File: config.mk
export PLATFORM = sky130hd
export DESIGN_NAME = reset_boot_ctrl
export DESIGN_NICKNAME = d
export VERILOG_FILES = /design/src/hdl/rst_boot_pkg.sv /design/src/hdl/boot_sel_if.sv /design/src/hdl/boot_mode_decode.sv /design/src/hdl/reset_boot_ctrl.sv
export SDC_FILE = /design/constraint.sdc
export NUM_CORES = 1
export LEC_CHECK = 0
export ABC_AREA = 1
export BUFFER_PORTS_ARGS = -buffer_cell sky130_fd_sc_hd__buf_2
export CORE_UTILIZATION = 40
export DETAILED_ROUTE_END_ITERATION = 8
export GPL_ROUTABILITY_DRIVEN = 0
export HOLD_SLACK_MARGIN = 0.03
export PLACE_DENSITY = 0.68
export REMOVE_ABC_BUFFERS = 1
export SLEW_MARGIN = 15
export SYNTH_ARGS = -nofsm -noshare
export SYNTH_HDL_FRONTEND = slang
export SYNTH_SLANG_ARGS = --single-unit
File: constraint.sdc
create_clock -name CLK -period 2.2 [get_ports CLK]
set_clock_uncertainty 0.2 [all_clocks]
set_input_delay 0.11 -clock CLK [delete_from_list [all_inputs] [get_ports CLK]]
set_output_delay 0.11 -clock CLK [all_outputs]
set_load 0.05 [all_outputs]
File: src/hdl/rst_boot_pkg.sv
// Shared constants and types for the reset and boot clock mode block
package rst_boot_pkg;

  // Reset qualification and stretch counts, in CLK cycles
  localparam int RESET_QUALIFY_CYCLES = 8;
  localparam int RESET_STRETCH_CYCLES = 1024;
  localparam logic [3:0] QUALIFY_LAST = 4'(RESET_QUALIFY_CYCLES - 1);
  localparam logic [10:0] STRETCH_LAST = 11'(RESET_STRETCH_CYCLES - 1);

  // PLL pre-divider: the setting field holds divide ratio minus one
  localparam int PLL_PREDIV_RATIO = 6;
  localparam logic [2:0] PLL_PREDIV_RESET = 3'(PLL_PREDIV_RATIO - 1);

  // Bit positions inside the synchroniser vector
  localparam int SYNC_RESET = 0;
  localparam int SYNC_SEL0 = 1;
  localparam int SYNC_SEL1 = 2;
  localparam int SYNC_SENSE = 3;
  localparam int SYNC_FLASH_PROGRAM_MODE_REQUEST = 4;
  localparam int SYNC_TEST = 5;
  localparam int SYNC_OSC = 6;
  localparam int SYNC_W = 7;

  // Boot clock mode codes
  localparam logic [1:0] MODE_NO_PLL_EXT = 2'h0;
  localparam logic [1:0] MODE_NO_PLL_OSC_DRIVE_OUT_MODE_SENSE = 2'h1;
  localparam logic [1:0] MODE_PLL_EXT = 2'h2;
  localparam logic [1:0] MODE_PLL_OSC_DRIVE_OUT_MODE_SENSE = 2'h3;

  // Sequencer phases
  typedef enum logic [1:0]
  {
    ST_HOLD = 2'b00,
    ST_STRETCH = 2'b01,
    ST_RUN = 2'b10
  } phase_type;

  // Selected system clock source
  typedef enum logic [1:0]
  {
    SRC_EXT_OSC = 2'b00,
    SRC_RELAX_OSC = 2'b01,
    SRC_CRYSTAL = 2'b10
  } clock_source_type;

  // Values after reset of the latched selections
  localparam logic RESET_PLL_ENABLE = 1'b0;
  localparam clock_source_type RESET_SOURCE = SRC_RELAX_OSC;

  // Whole state of the controller
  typedef struct packed {
    logic [SYNC_W-1:0] sync1;
    logic [SYNC_W-1:0] sync2;
    phase_type phase;
    logic [3:0] qual_cnt;
    logic [10:0] stretch_cnt;
    logic cpu_reset_n;
    logic indication_n;
    logic pll_enable;
    clock_source_type source;
    logic reserved;
    logic flash_mode;
    logic sense_mode;
    logic clk_out;
    logic osc_drive_out_mode_sense_drive;
  } ctrl_state_type;

endpackage : rst_boot_pkg

File: src/hdl/boot_sel_if.sv
// Carrier between the controller and the boot clock mode decoder
`timescale 1ns/10ps
interface boot_sel_if;
  import rst_boot_pkg::*;
  logic [1:0] boot_clock_select; // Synchronised mode pins
  logic sense; // Synchronised crystal pin level
  logic pll_enable; // Decoded PLL enable
  clock_source_type source; // Decoded clock source
  logic reserved; // Decoded code is reserved

  modport decoder
  (
    input boot_clock_select,
    input sense,
    output pll_enable,
    output source,
    output reserved
  );

  modport control
  (
    output boot_clock_select,
    output sense,
    input pll_enable,
    input source,
    input reserved
  );
endinterface : boot_sel_if

File: src/hdl/boot_mode_decode.sv
// Combinational decoder from boot clock mode pins to PLL and source choice
`timescale 1ns/10ps
module boot_mode_decode
  import rst_boot_pkg::*;
(
  boot_sel_if.decoder sel
);

  // Table decode; the crystal pin only matters when the low select bit is 0
  always_comb
  begin
    sel.pll_enable = 1'b0;
    sel.source = SRC_EXT_OSC;
    sel.reserved = 1'b0;
    case (sel.boot_clock_select)
      MODE_NO_PLL_EXT:
      begin
        // Pin low picks the external oscillator, high the on-chip one
        sel.source = sel.sense ? SRC_RELAX_OSC : SRC_EXT_OSC;
      end
      MODE_NO_PLL_OSC_DRIVE_OUT_MODE_SENSE:
      begin
        sel.source = SRC_CRYSTAL;
      end
      MODE_PLL_EXT:
      begin
        if (!sel.sense)
        begin
          sel.pll_enable = 1'b1;
          sel.source = SRC_EXT_OSC;
        end
        else
        begin
          // Reserved: would mean relaxation oscillator with PLL, never offered
          sel.reserved = 1'b1;
          sel.source = SRC_EXT_OSC;
        end
      end
      default:
      begin
        sel.pll_enable = 1'b1;
        sel.source = SRC_CRYSTAL;
      end
    endcase
  end

endmodule : boot_mode_decode

File: src/hdl/reset_boot_ctrl.sv
// Reset qualification, reset stretch and boot clock configuration latch
`timescale 1ns/10ps

// How it works
// Eight low cycles on reset pin reset all
// Reset indication low 1024 clocks after release
// Low select bit zero: crystal pin is sensed
// Code 00: no PLL, pin picks source
// Code 01: no PLL, crystal, pin ignored
// Code 10, pin 0: PLL on external oscillator
// Code 11: PLL on crystal, pin ignored
// PLL pre-divider resets to six
// Never relaxation oscillator together with PLL
// Request high, test low at release: programming
// Board keeps factory test pin grounded
// Clock output follows internal system clock
// Oscillator input used unless relaxation selected
// Pins latched at release, held until reset
module reset_boot_ctrl
  import rst_boot_pkg::*;
(
  input wire logic CLK,
  input wire logic NRST,
  input wire logic RESET_INPUT_N,
  input wire logic [1:0] BOOT_CLOCK_SELECT,
  input wire logic OSC_CLOCK_IN,
  input wire logic OSC_DRIVE_OUT_MODE_SENSE_I,
  output logic OSC_DRIVE_OUT_MODE_SENSE_O,
  output logic OSC_DRIVE_OUT_MODE_SENSE_OE,
  input wire logic FLASH_PROGRAM_MODE_REQUEST,
  input wire logic FACTORY_TEST,
  output logic RESET_INDICATION_N,
  output logic CPU_RESET_N,
  output logic SYSTEM_CLOCK_OUT,
  output logic PLL_ENABLE,
  output logic [1:0] CLOCK_SOURCE,
  output logic CLOCK_MODE_RESERVED,
  output logic OSC_INPUT_ENABLE,
  output logic [2:0] PLL_PREDIVIDER_SETTING,
  output logic FLASH_PROGRAM_MODE
);

  // Registered state and its next value
  ctrl_state_type state;
  ctrl_state_type next_state;

  // Raw pin vector before synchronisation
  logic [SYNC_W-1:0] pins;

  // Synchronised views, all taken from the second stage
  logic pin_reset_low; // Reset pin seen low this cycle
  logic reset_qualified; // Eighth consecutive low cycle
  logic release_now; // Reset source just went away

  // Decoder carrier
  boot_sel_if sel ();

  // Decoder of the latched-to-be mode pins
  boot_mode_decode u_decode
  (
    .sel(sel.decoder)
  );

  // Gather every asynchronous pin so one synchroniser serves them all
  always_comb
  begin
    pins = '0;
    pins[SYNC_RESET] = RESET_INPUT_N;
    pins[SYNC_SEL0] = BOOT_CLOCK_SELECT[0];
    pins[SYNC_SEL1] = BOOT_CLOCK_SELECT[1];
    pins[SYNC_SENSE] = OSC_DRIVE_OUT_MODE_SENSE_I;
    pins[SYNC_FLASH_PROGRAM_MODE_REQUEST] = FLASH_PROGRAM_MODE_REQUEST;
    pins[SYNC_TEST] = FACTORY_TEST;
    pins[SYNC_OSC] = OSC_CLOCK_IN;
  end

  // Decoder sees only second-stage values
  always_comb
  begin
    sel.boot_clock_select = {state.sync2[SYNC_SEL1], state.sync2[SYNC_SEL0]};
    sel.sense = state.sync2[SYNC_SENSE];
  end

  // Reset pin qualification terms
  always_comb
  begin
    pin_reset_low = !state.sync2[SYNC_RESET];
    // A short glitch never resets; the eighth low cycle does at once
    reset_qualified = pin_reset_low && (state.qual_cnt == QUALIFY_LAST);
    // In hold, the source is gone when the pin reads high again
    release_now = (state.phase == ST_HOLD) && !pin_reset_low;
  end

  // Next-state logic for the whole controller
  always_comb
  begin
    next_state = state;

    // Two-stage synchroniser; stage one feeds stage two only
    next_state.sync1 = pins;
    next_state.sync2 = state.sync1;

    // Consecutive low-cycle counter, saturating below the threshold
    if (!pin_reset_low)
    begin
      next_state.qual_cnt = '0;
    end
    else if (state.qual_cnt != QUALIFY_LAST)
    begin
      next_state.qual_cnt = state.qual_cnt + 4'h1;
    end

    // Free toggle standing in for the system clock on the output pin
    next_state.clk_out = !state.clk_out;

    // Inverting amplifier stand-in for the crystal drive
    next_state.osc_drive_out_mode_sense_drive = !state.sync2[SYNC_OSC];

    case (state.phase)
      ST_HOLD:
      begin
        // Everything held in reset while the source stays active
        next_state.cpu_reset_n = 1'b0;
        next_state.indication_n = 1'b0;
        next_state.stretch_cnt = '0;
        if (release_now)
        begin
          // Capture configuration exactly once, as the source goes away
          next_state.pll_enable = sel.pll_enable;
          next_state.source = sel.source;
          next_state.reserved = sel.reserved;
          next_state.sense_mode = !state.sync2[SYNC_SEL0];
          // Programming mode needs the test pin low at the same moment
          next_state.flash_mode = state.sync2[SYNC_FLASH_PROGRAM_MODE_REQUEST] && !state.sync2[SYNC_TEST];
          next_state.cpu_reset_n = 1'b1;
          next_state.phase = ST_STRETCH;
        end
      end
      ST_STRETCH:
      begin
        if (reset_qualified)
        begin
          // A fresh reset restarts everything from hold
          next_state.cpu_reset_n = 1'b0;
          next_state.phase = ST_HOLD;
        end
        else if (state.stretch_cnt == STRETCH_LAST)
        begin
          // Indication has been low for the full stretch
          next_state.indication_n = 1'b1;
          next_state.phase = ST_RUN;
        end
        else
        begin
          next_state.stretch_cnt = state.stretch_cnt + 11'h001;
        end
      end
      ST_RUN:
      begin
        if (reset_qualified)
        begin
          // Immediate reset of CPU and peripherals
          next_state.cpu_reset_n = 1'b0;
          next_state.indication_n = 1'b0;
          next_state.phase = ST_HOLD;
        end
      end
      default:
      begin
        // Unused code: fall back into hold for safety
        next_state.phase = ST_HOLD;
      end
    endcase
  end

  // State register; asynchronous reset loads constants only
  always_ff @(posedge CLK or negedge NRST)
  begin
    if (!NRST)
    begin
      state.sync1 <= '0;
      state.sync2 <= '0;
      state.phase <= ST_HOLD;
      state.qual_cnt <= '0;
      state.stretch_cnt <= '0;
      state.cpu_reset_n <= 1'b0;
      state.indication_n <= 1'b0;
      state.pll_enable <= RESET_PLL_ENABLE;
      state.source <= RESET_SOURCE;
      state.reserved <= 1'b0;
      state.flash_mode <= 1'b0;
      // Start in sense mode so the crystal pin is not driven before the latch
      state.sense_mode <= 1'b1;
      state.clk_out <= 1'b0;
      state.osc_drive_out_mode_sense_drive <= 1'b0;
    end
    else
    begin
      state <= next_state;
    end
  end

  // Output mapping; outputs come straight from flip-flops, except the constant pre-divider and the two decoded enables
  always_comb
  begin
    CPU_RESET_N = state.cpu_reset_n;
    RESET_INDICATION_N = state.indication_n;
    SYSTEM_CLOCK_OUT = state.clk_out;
    PLL_ENABLE = state.pll_enable;
    CLOCK_SOURCE = state.source;
    CLOCK_MODE_RESERVED = state.reserved;
    FLASH_PROGRAM_MODE = state.flash_mode;
    // Pre-divider is held at its fixed reset value; nothing here changes it
    PLL_PREDIVIDER_SETTING = PLL_PREDIV_RESET;
    // Oscillator input is idle only when the relaxation oscillator runs
    OSC_INPUT_ENABLE = (state.source != SRC_RELAX_OSC);
    OSC_DRIVE_OUT_MODE_SENSE_O = state.osc_drive_out_mode_sense_drive;
    // Never drive the crystal pin in hold or while it is a sense input
    OSC_DRIVE_OUT_MODE_SENSE_OE = (state.phase != ST_HOLD) && !state.sense_mode;
  end

endmodule : reset_boot_ctrl

==> results.py, run 1 <==
metrics = {
    "power": {
        "power_per_cell_area_mw_per_mm2": 1060,
        "leakage_nw": 1.11,
        "sw_frac_of_total": 0.388,
        "power.share.combinational": 0.337,
        "power.share.sequential": 0.407,
        "share_clk_of_total_power": 0.256,
        "p_sw_uw": 900,
        "power_internal_mw": 1.42,
        "ir_drop_mv": 0.606,
        "fin_total_pwr_mw": 2.32,
    },
    "drt": {
        "vias": 1314,
        "wl_um": 3120,
        "antenna_left": 0,
        "firstDrtPassIters": 4,
        "drt-vias-per-instance": 4.71,
        "drt_iter0_drc": 70,
        "post_drt_wl_per_cell_um": 11.2,
        "drt_drc_violations_left": 0,
    },
    "clocking": {
        "cts.reportedPaths.clkPinSlew_ps": 70,
        "cts_tree": "built",
        "clk_path_buf_depth": 2,
        "worstSkewPairLatency_ps": 290,
        "clock-sinks": 41,
        "numCtsBuffers": 5,
        "htree_levels": 2,
        "clock_root_buffer_master": "sky130_fd_sc_hd__clkbuf_8",
        "postCtsSetupBuffers": 0,
    },
    "synthesis": {
        "seq_area_frac_synth": 0.543,
        "synth_instances": 197,
        "synth_enable_flop_cells": 0,
        "synth_cell_types": 34,
        "synth_largest_type_area_fraction": 0.515,
        "postSynth.asyncResetShare": 1.00,
        "synth_flop_cell": "sky130_fd_sc_hd__dfrtp_1",
        "postSynthAreaPerCell_um2": 9.62,
        "yosys.area.top_type": "sky130_fd_sc_hd__dfrtp_1",
        "ys_ff_latch": 41,
        "synth_most_common_cell": "sky130_fd_sc_hd__nand2_1",
        "post_synth_instance_area_mm2": 0.00190,
        "yosys_warning_count": 0,
        "synth_commonest_cells": "sky130_fd_sc_hd__nand2_1 (52), sky130_fd_sc_hd__dfrtp_1 (39), sky130_fd_sc_hd__inv_1 (16)",
        "netlist_top_cells_area": "sky130_fd_sc_hd__dfrtp_1 (51%), sky130_fd_sc_hd__nand2_1 (10%), sky130_fd_sc_hd__ha_1 (4.0%)",
    },
    "sta": {
        "achievable-frequency_mhz": 543,
        "report.final.hold_viol_count": 0,
        "layout_worst_path_cycle_share": 0.838,
        "layout_min_cycle_time_ps": 1840,
        "timing.final.max_slew_violations": 0,
        "finalSetupViolations": 0,
        "final.setup.tns_ps": 0,
        "rsz0062_at_grt": "no",
    },
    "min_path": {
        "hold_path_end": "sel.sense",
        "min_path_type": "reg -> reg",
        "min_path_cells": 0,
        "hp-start": "next_state[30]",
    },
    "worst_setup_path": {
        "critPathMaxFanout": 6,
        "worstReg2RegStart": "state[26]",
        "worst_setup_path_end_kind": "flip-flop",
        "cp-start-kind": "flip-flop",
        "cp_data_required_time_ps": 2220,
        "cp.arrival_ps": 1870,
        "reg2reg_to": "state[13]",
        "crit_path_start": "state[26]",
        "worst_r2r_path_depth": 8,
        "timing.reg2reg.setup_slack_ps": 360,
        "worstSetupPathType": "reg -> reg",
    },
    "global_route": {
        "grt-ovfl-total": 0,
        "grt_first_pass_wirelength_um": 5890,
        "grt_antenna_before_repair": 0,
        "gr-usage-all-layers": 0.157,
        "grt_pass1_vias": 1313,
        "grt_max_degree": 42,
    },
    "final_layout": {
        "num-nets-final": 241,
        "final-seq-area_mm2": 0.00103,
        "area_growth_pct": 16.2,
        "num_antenna_cells": 0,
        "utilization": 0.495,
        "post_route_cells_drive_above_1_share": 0.216,
        "area_of_the_multi_input_gates_um2": 739,
        "fill_cells": 403,
    },
    "place": {
        "place_hpwl_um": 2170,
        "port_buffers": 19,
    },
    "floorplan": {
        "design.core.area_mm2": 0.00444,
        "initial_core_util": 0.427,
        "die_h_um": 70.8,
        "row_count": 24,
        "ios": 23,
        "design.die.area_mm2": 0.00502,
        "die_w_um": 70.8,
    },
    "flow_run": {
        "max-cap-violations": 0,
    },
    "run_status": {
        "run_status": "finished clean",
    },
}
[power by group through the flow]
stage               logic (mW)  registers (mW)  clock network, mW
CTS                      0.793           0.947              0.617
global placement         0.775           0.958                  0
floorplan                0.443            1.09                  0
detailed placement       0.778           0.962                  0
global route             0.876           0.964              0.649
finish                   0.782           0.947              0.594
[cell usage in the layout (no fill, tap or decap), types with 2 or more instances in the layout]
cell                            synthesis  layout
sky130_fd_sc_hd__a21oi_1                2       2
sky130_fd_sc_hd__buf_2                  0      19
sky130_fd_sc_hd__buf_4                  6       2
sky130_fd_sc_hd__clkbuf_8               0       5
sky130_fd_sc_hd__conb_1                 2       3
sky130_fd_sc_hd__dfrtp_1               39      39
sky130_fd_sc_hd__dfstp_2                2       2
sky130_fd_sc_hd__dlygate4sd3_1          0       8
sky130_fd_sc_hd__ha_1                   6       6
sky130_fd_sc_hd__inv_1                 16      16
sky130_fd_sc_hd__inv_2                  2       2
sky130_fd_sc_hd__nand2_1               52      52
sky130_fd_sc_hd__nand2_2                4       4
sky130_fd_sc_hd__nand3_1               15      15
sky130_fd_sc_hd__nand3b_1               2       2
sky130_fd_sc_hd__nand4_1                2       2
sky130_fd_sc_hd__nor2_1                12      12
sky130_fd_sc_hd__nor2_2                 2       2
sky130_fd_sc_hd__o21ai_0                8       8
sky130_fd_sc_hd__o21ai_1                3       3
sky130_fd_sc_hd__o21ai_2                3       3
sky130_fd_sc_hd__or2_2                  2       2
sky130_fd_sc_hd__xor2_1                 3       3
[worst max-delay path by stage]
| stage | endpoint | slack, ps | cells after the start |
|---|---|---|---|
| floorplan | state[15] | 500 | 8 |
| global placement | state[20] | 420 | 7 |
| detailed placement | state[15] | 380 | 8 |
| CTS | state[13] | 360 | 8 |
| global route | state[13] | 180 | 8 |
| finish | state[13] | 360 | 8 |
[sequential cells by signal, indices dropped and copies added (netlist names)]
name	count
state	22
next_state	7
CLOCK_SOURCE	2
sel.boot_clock_select	2
CLOCK_MODE_RESERVED	1
CPU_RESET_N	1
FLASH_PROGRAM_MODE	1
OSC_DRIVE_OUT_MODE_SENSE_O	1
PLL_ENABLE	1
RESET_INDICATION_N	1
SYSTEM_CLOCK_OUT	1
sel.sense	1
[what timing repair did]
action	4_1_cts	5_1_grt
gates resized for setup	0	0
hold buffers	8	0
hold endpoints to repair	48	0
endpoints found under the setup margin	0	0
[critical path, cell delays in order, from the launching register on]
cell and delay [ps]:
sky130_fd_sc_hd__dfrtp_1 420, sky130_fd_sc_hd__inv_1 100, sky130_fd_sc_hd__ha_1 340, sky130_fd_sc_hd__inv_2 100
sky130_fd_sc_hd__nor2_2 220, sky130_fd_sc_hd__nand2_2 120, sky130_fd_sc_hd__nand2_2 130, sky130_fd_sc_hd__nand2_1 60
sky130_fd_sc_hd__o21ai_1 70
[metrics by stage]
step	hold WS (ps)	instances	setup WS (ps)	area, um2
finish	150	279	357	2200
global route	162	279	176	2200
CTS	154	279	356	2200
detailed placement	2.66	263	376	2010
global placement	2.91	263	424	2010
floorplan	-386	190	503	1840
[cells by family (layout without fill, tap and decap cells)]
| family | count (synthesis) | count (layout) | synth area share |
|---|---|---|---|
| XOR/XNOR | 4 | 4 | 0.0185 |
| adder cells (fa/ha/maj) | 6 | 6 | 0.0396 |
| flip-flops | 41 | 41 | 0.543 |
| AO/OA/AOI/OAI | 20 | 20 | 0.0640 |
| buffers and inverters | 26 | 55 | 0.0693 |
| AND/OR/NAND/NOR | 98 | 98 | 0.262 |
| other | 2 | 3 | 0.00396 |
[layer usage]
layer	share of wire	vias up	global-route usage
li1	-	678	-
met1	0.49	608	0.197
met2	0.45	22	0.248
met3	0.035	6	0.0442
met4	0.024	0	0.0800
met5	0	-	0
[area by class of cell]
type | count | share of cell area
clock buffers | 6 | 0.0330
clock inverters | 2 | 0.0176
inverters | 18 | 0.0307
multi-input cells | 131 | 0.336
flip-flops and latches | 41 | 0.467
well taps | 52 | 0.0295
repair buffers | 29 | 0.0864
No activity file was read; power rests on OpenSTA's default activity.
==> inputs of run 2 (changes only) <==
==> constraint.sdc (replaced) <==
create_clock -name CLK -period 1.7 [get_ports CLK]
set_clock_uncertainty 0.2 [all_clocks]
set_input_delay 0.085 -clock CLK [delete_from_list [all_inputs] [get_ports CLK]]
set_output_delay 0.085 -clock CLK [all_outputs]
set_load 0.05 [all_outputs]
==> results.py, run 2 (synthesis gave the netlist of run 1 again) <==
metrics = {
    "floorplan": {
        "initial_core_util": 0.427,
        "die_w_um": 70.8,
        "row_count": 24,
        "design.core.area_mm2": 0.00444,
        "die_h_um": 70.8,
        "ios": 23,
        "design.die.area_mm2": 0.00502,
    },
    "place": {
        "port_buffers": 19,
        "place_worst_setup_slack_ps": -33.4,
        "place_hpwl_um": 2310,
    },
    "drt": {
        "wl_um": 3520,
        "post_drt_wl_per_cell_um": 12.0,
        "firstDrtPassIters": 4,
        "drt_iter0_drc": 91,
        "antenna_left": 0,
        "drt_drc_violations_left": 0,
        "vias": 1443,
        "drt-vias-per-instance": 4.92,
    },
    "clocking": {
        "worstSkewPairLatency_ps": 290,
        "htree_levels": 2,
        "cts_tree": "built",
        "clock-sinks": 41,
        "numCtsBuffers": 5,
        "cts.reportedPaths.clkPinSlew_ps": 80,
        "clk_path_buf_depth": 2,
        "clock_root_buffer_master": "sky130_fd_sc_hd__clkbuf_8",
    },
    "worst_setup_path": {
        "cp.arrival_ps": 1650,
        "critPathMaxFanout": 7,
        "worstReg2RegStart": "state[25]",
        "crit_path_start": "state[25]",
        "worst_setup_path_end_kind": "flip-flop",
        "cp_data_required_time_ps": 1720,
        "worstSetupPathType": "reg -> reg",
        "cp-start-kind": "flip-flop",
    },
    "power": {
        "fin_total_pwr_mw": 3.08,
        "leakage_nw": 1.19,
        "ir_drop_mv": 1.26,
        "power_per_cell_area_mw_per_mm2": 1310,
    },
    "sta": {
        "hold_ws_ps": 64.3,
        "report.final.hold_viol_count": 0,
        "layout_min_cycle_time_ps": 1630,
        "final.setup.tns_ps": 0,
        "achievable-frequency_mhz": 615,
        "layout_worst_path_cycle_share": 0.956,
        "fin_ws_ps": 75.0,
        "finalSetupViolations": 0,
        "timing.final.max_slew_violations": 0,
    },
    "run_status": {
        "run_status": "finished clean",
    },
    "final_layout": {
        "utilization": 0.530,
        "most-common-layout-cells": "sky130_fd_sc_hd__nand2_1 (51), sky130_fd_sc_hd__dfrtp_1 (39), sky130_fd_sc_hd__buf_2 (18)",
        "area_growth_pct": 24.3,
        "layout.cells.most_common": "sky130_fd_sc_hd__nand2_1",
        "num_antenna_cells": 0,
        "num-nets-final": 255,
        "registers.top_by_ff_count": "state",
        "post_route_cells_drive_above_1_share": 0.286,
        "largest_register_ff_count": 22,
    },
    "global_route": {
        "grt-ovfl-total": 0,
        "gr-usage-all-layers": 0.149,
        "grt_first_pass_wirelength_um": 5900,
        "grt_pass1_vias": 1377,
        "grt_antenna_before_repair": 0,
        "grt_max_degree": 25,
    },
    "flow_run": {
        "max-cap-violations": 0,
    },
    "min_path": {
        "min_path_type": "in -> async",
    },
}
run 2: cell types whose count changed in the layout (fill, tap and decap cells not counted), sizes merged:
| cell | change |
|---|---|
| buf | +12 |
| clkinv | -1 |
| clkbuf | +2 |
| bufinv | -1 |
| clkinvlp | +1 |
| nand3 | +1 |
run 2: through the flow:
step / instance area (um2) / std cells
after global routing: 2360 / 293
final: 2360 / 293
after detailed placement: 2080 / 270
after floorplan: 1840 / 190
after global placement: 2080 / 270
after CTS: 2280 / 290
run 2: final cells by class:
| type | count | area (um2) |
|---|---|---|
| Clock buffer | 7 | 86.3 |
| Clock inverter | 1 | 7.51 |
| Fill cell | 388 | 2090 |
| Inverter | 18 | 67.6 |
| Multi-Input combinational cell | 132 | 786 |
| Sequential cell | 41 | 1030 |
| Tap cell | 52 | 65.1 |
| Timing Repair Buffer | 42 | 315 |
run 2: metal layers:
layer | GRT usage | part of all wire | routed length [um] | up-vias
met1 | 0.183 | 0.45 | 1580 | 706
met2 | 0.256 | 0.50 | 1770 | 23
met4 | 0.0600 | 0.013 | 46 | 0
li1 | - | - | - | 710
met3 | 0.0313 | 0.032 | 114 | 4
met5 | 0 | 0 | 0 | -
run 2: path summary, 6_finish.rpt:
path	to	slack [ps]	cells after the start
worst max-delay path	state[14]	70	6
worst min-delay path	state[11]	60	2
worst max register to register	state[14]	70	6
worst min register to register	state[31]	150	0
max in group asynchronous	CLOCK_SOURCE[0]	690	3
min in group CLK	state[31]	150	0
run 2: critical path: stages (launching register included):
cell	delay [ps]
sky130_fd_sc_hd__dfrtp_1	380
sky130_fd_sc_hd__inv_1	80
sky130_fd_sc_hd__ha_1	240
sky130_fd_sc_hd__or2_2	340
sky130_fd_sc_hd__nand3_2	190
sky130_fd_sc_hd__nand2_1	70
sky130_fd_sc_hd__nand2_1	60
run 2: where the power goes:
part / switching [mW] / total, mW / internal [mW]
registers: 0.0730 / 1.19 / 1.12
logic: 0.829 / 1.24 / 0.409
clock network: 0.323 / 0.653 / 0.330
run 2: what timing repair did:
item | 4_1_cts | 5_1_grt
hold endpoints to repair | 47 | 0
gates resized for setup | 1 | 10
endpoints found under the setup margin | 6 | 17
buffers inserted | 4 | 2
cloned | 0 | 1
pin swaps | 1 | 4
hold buffers | 8 | 0
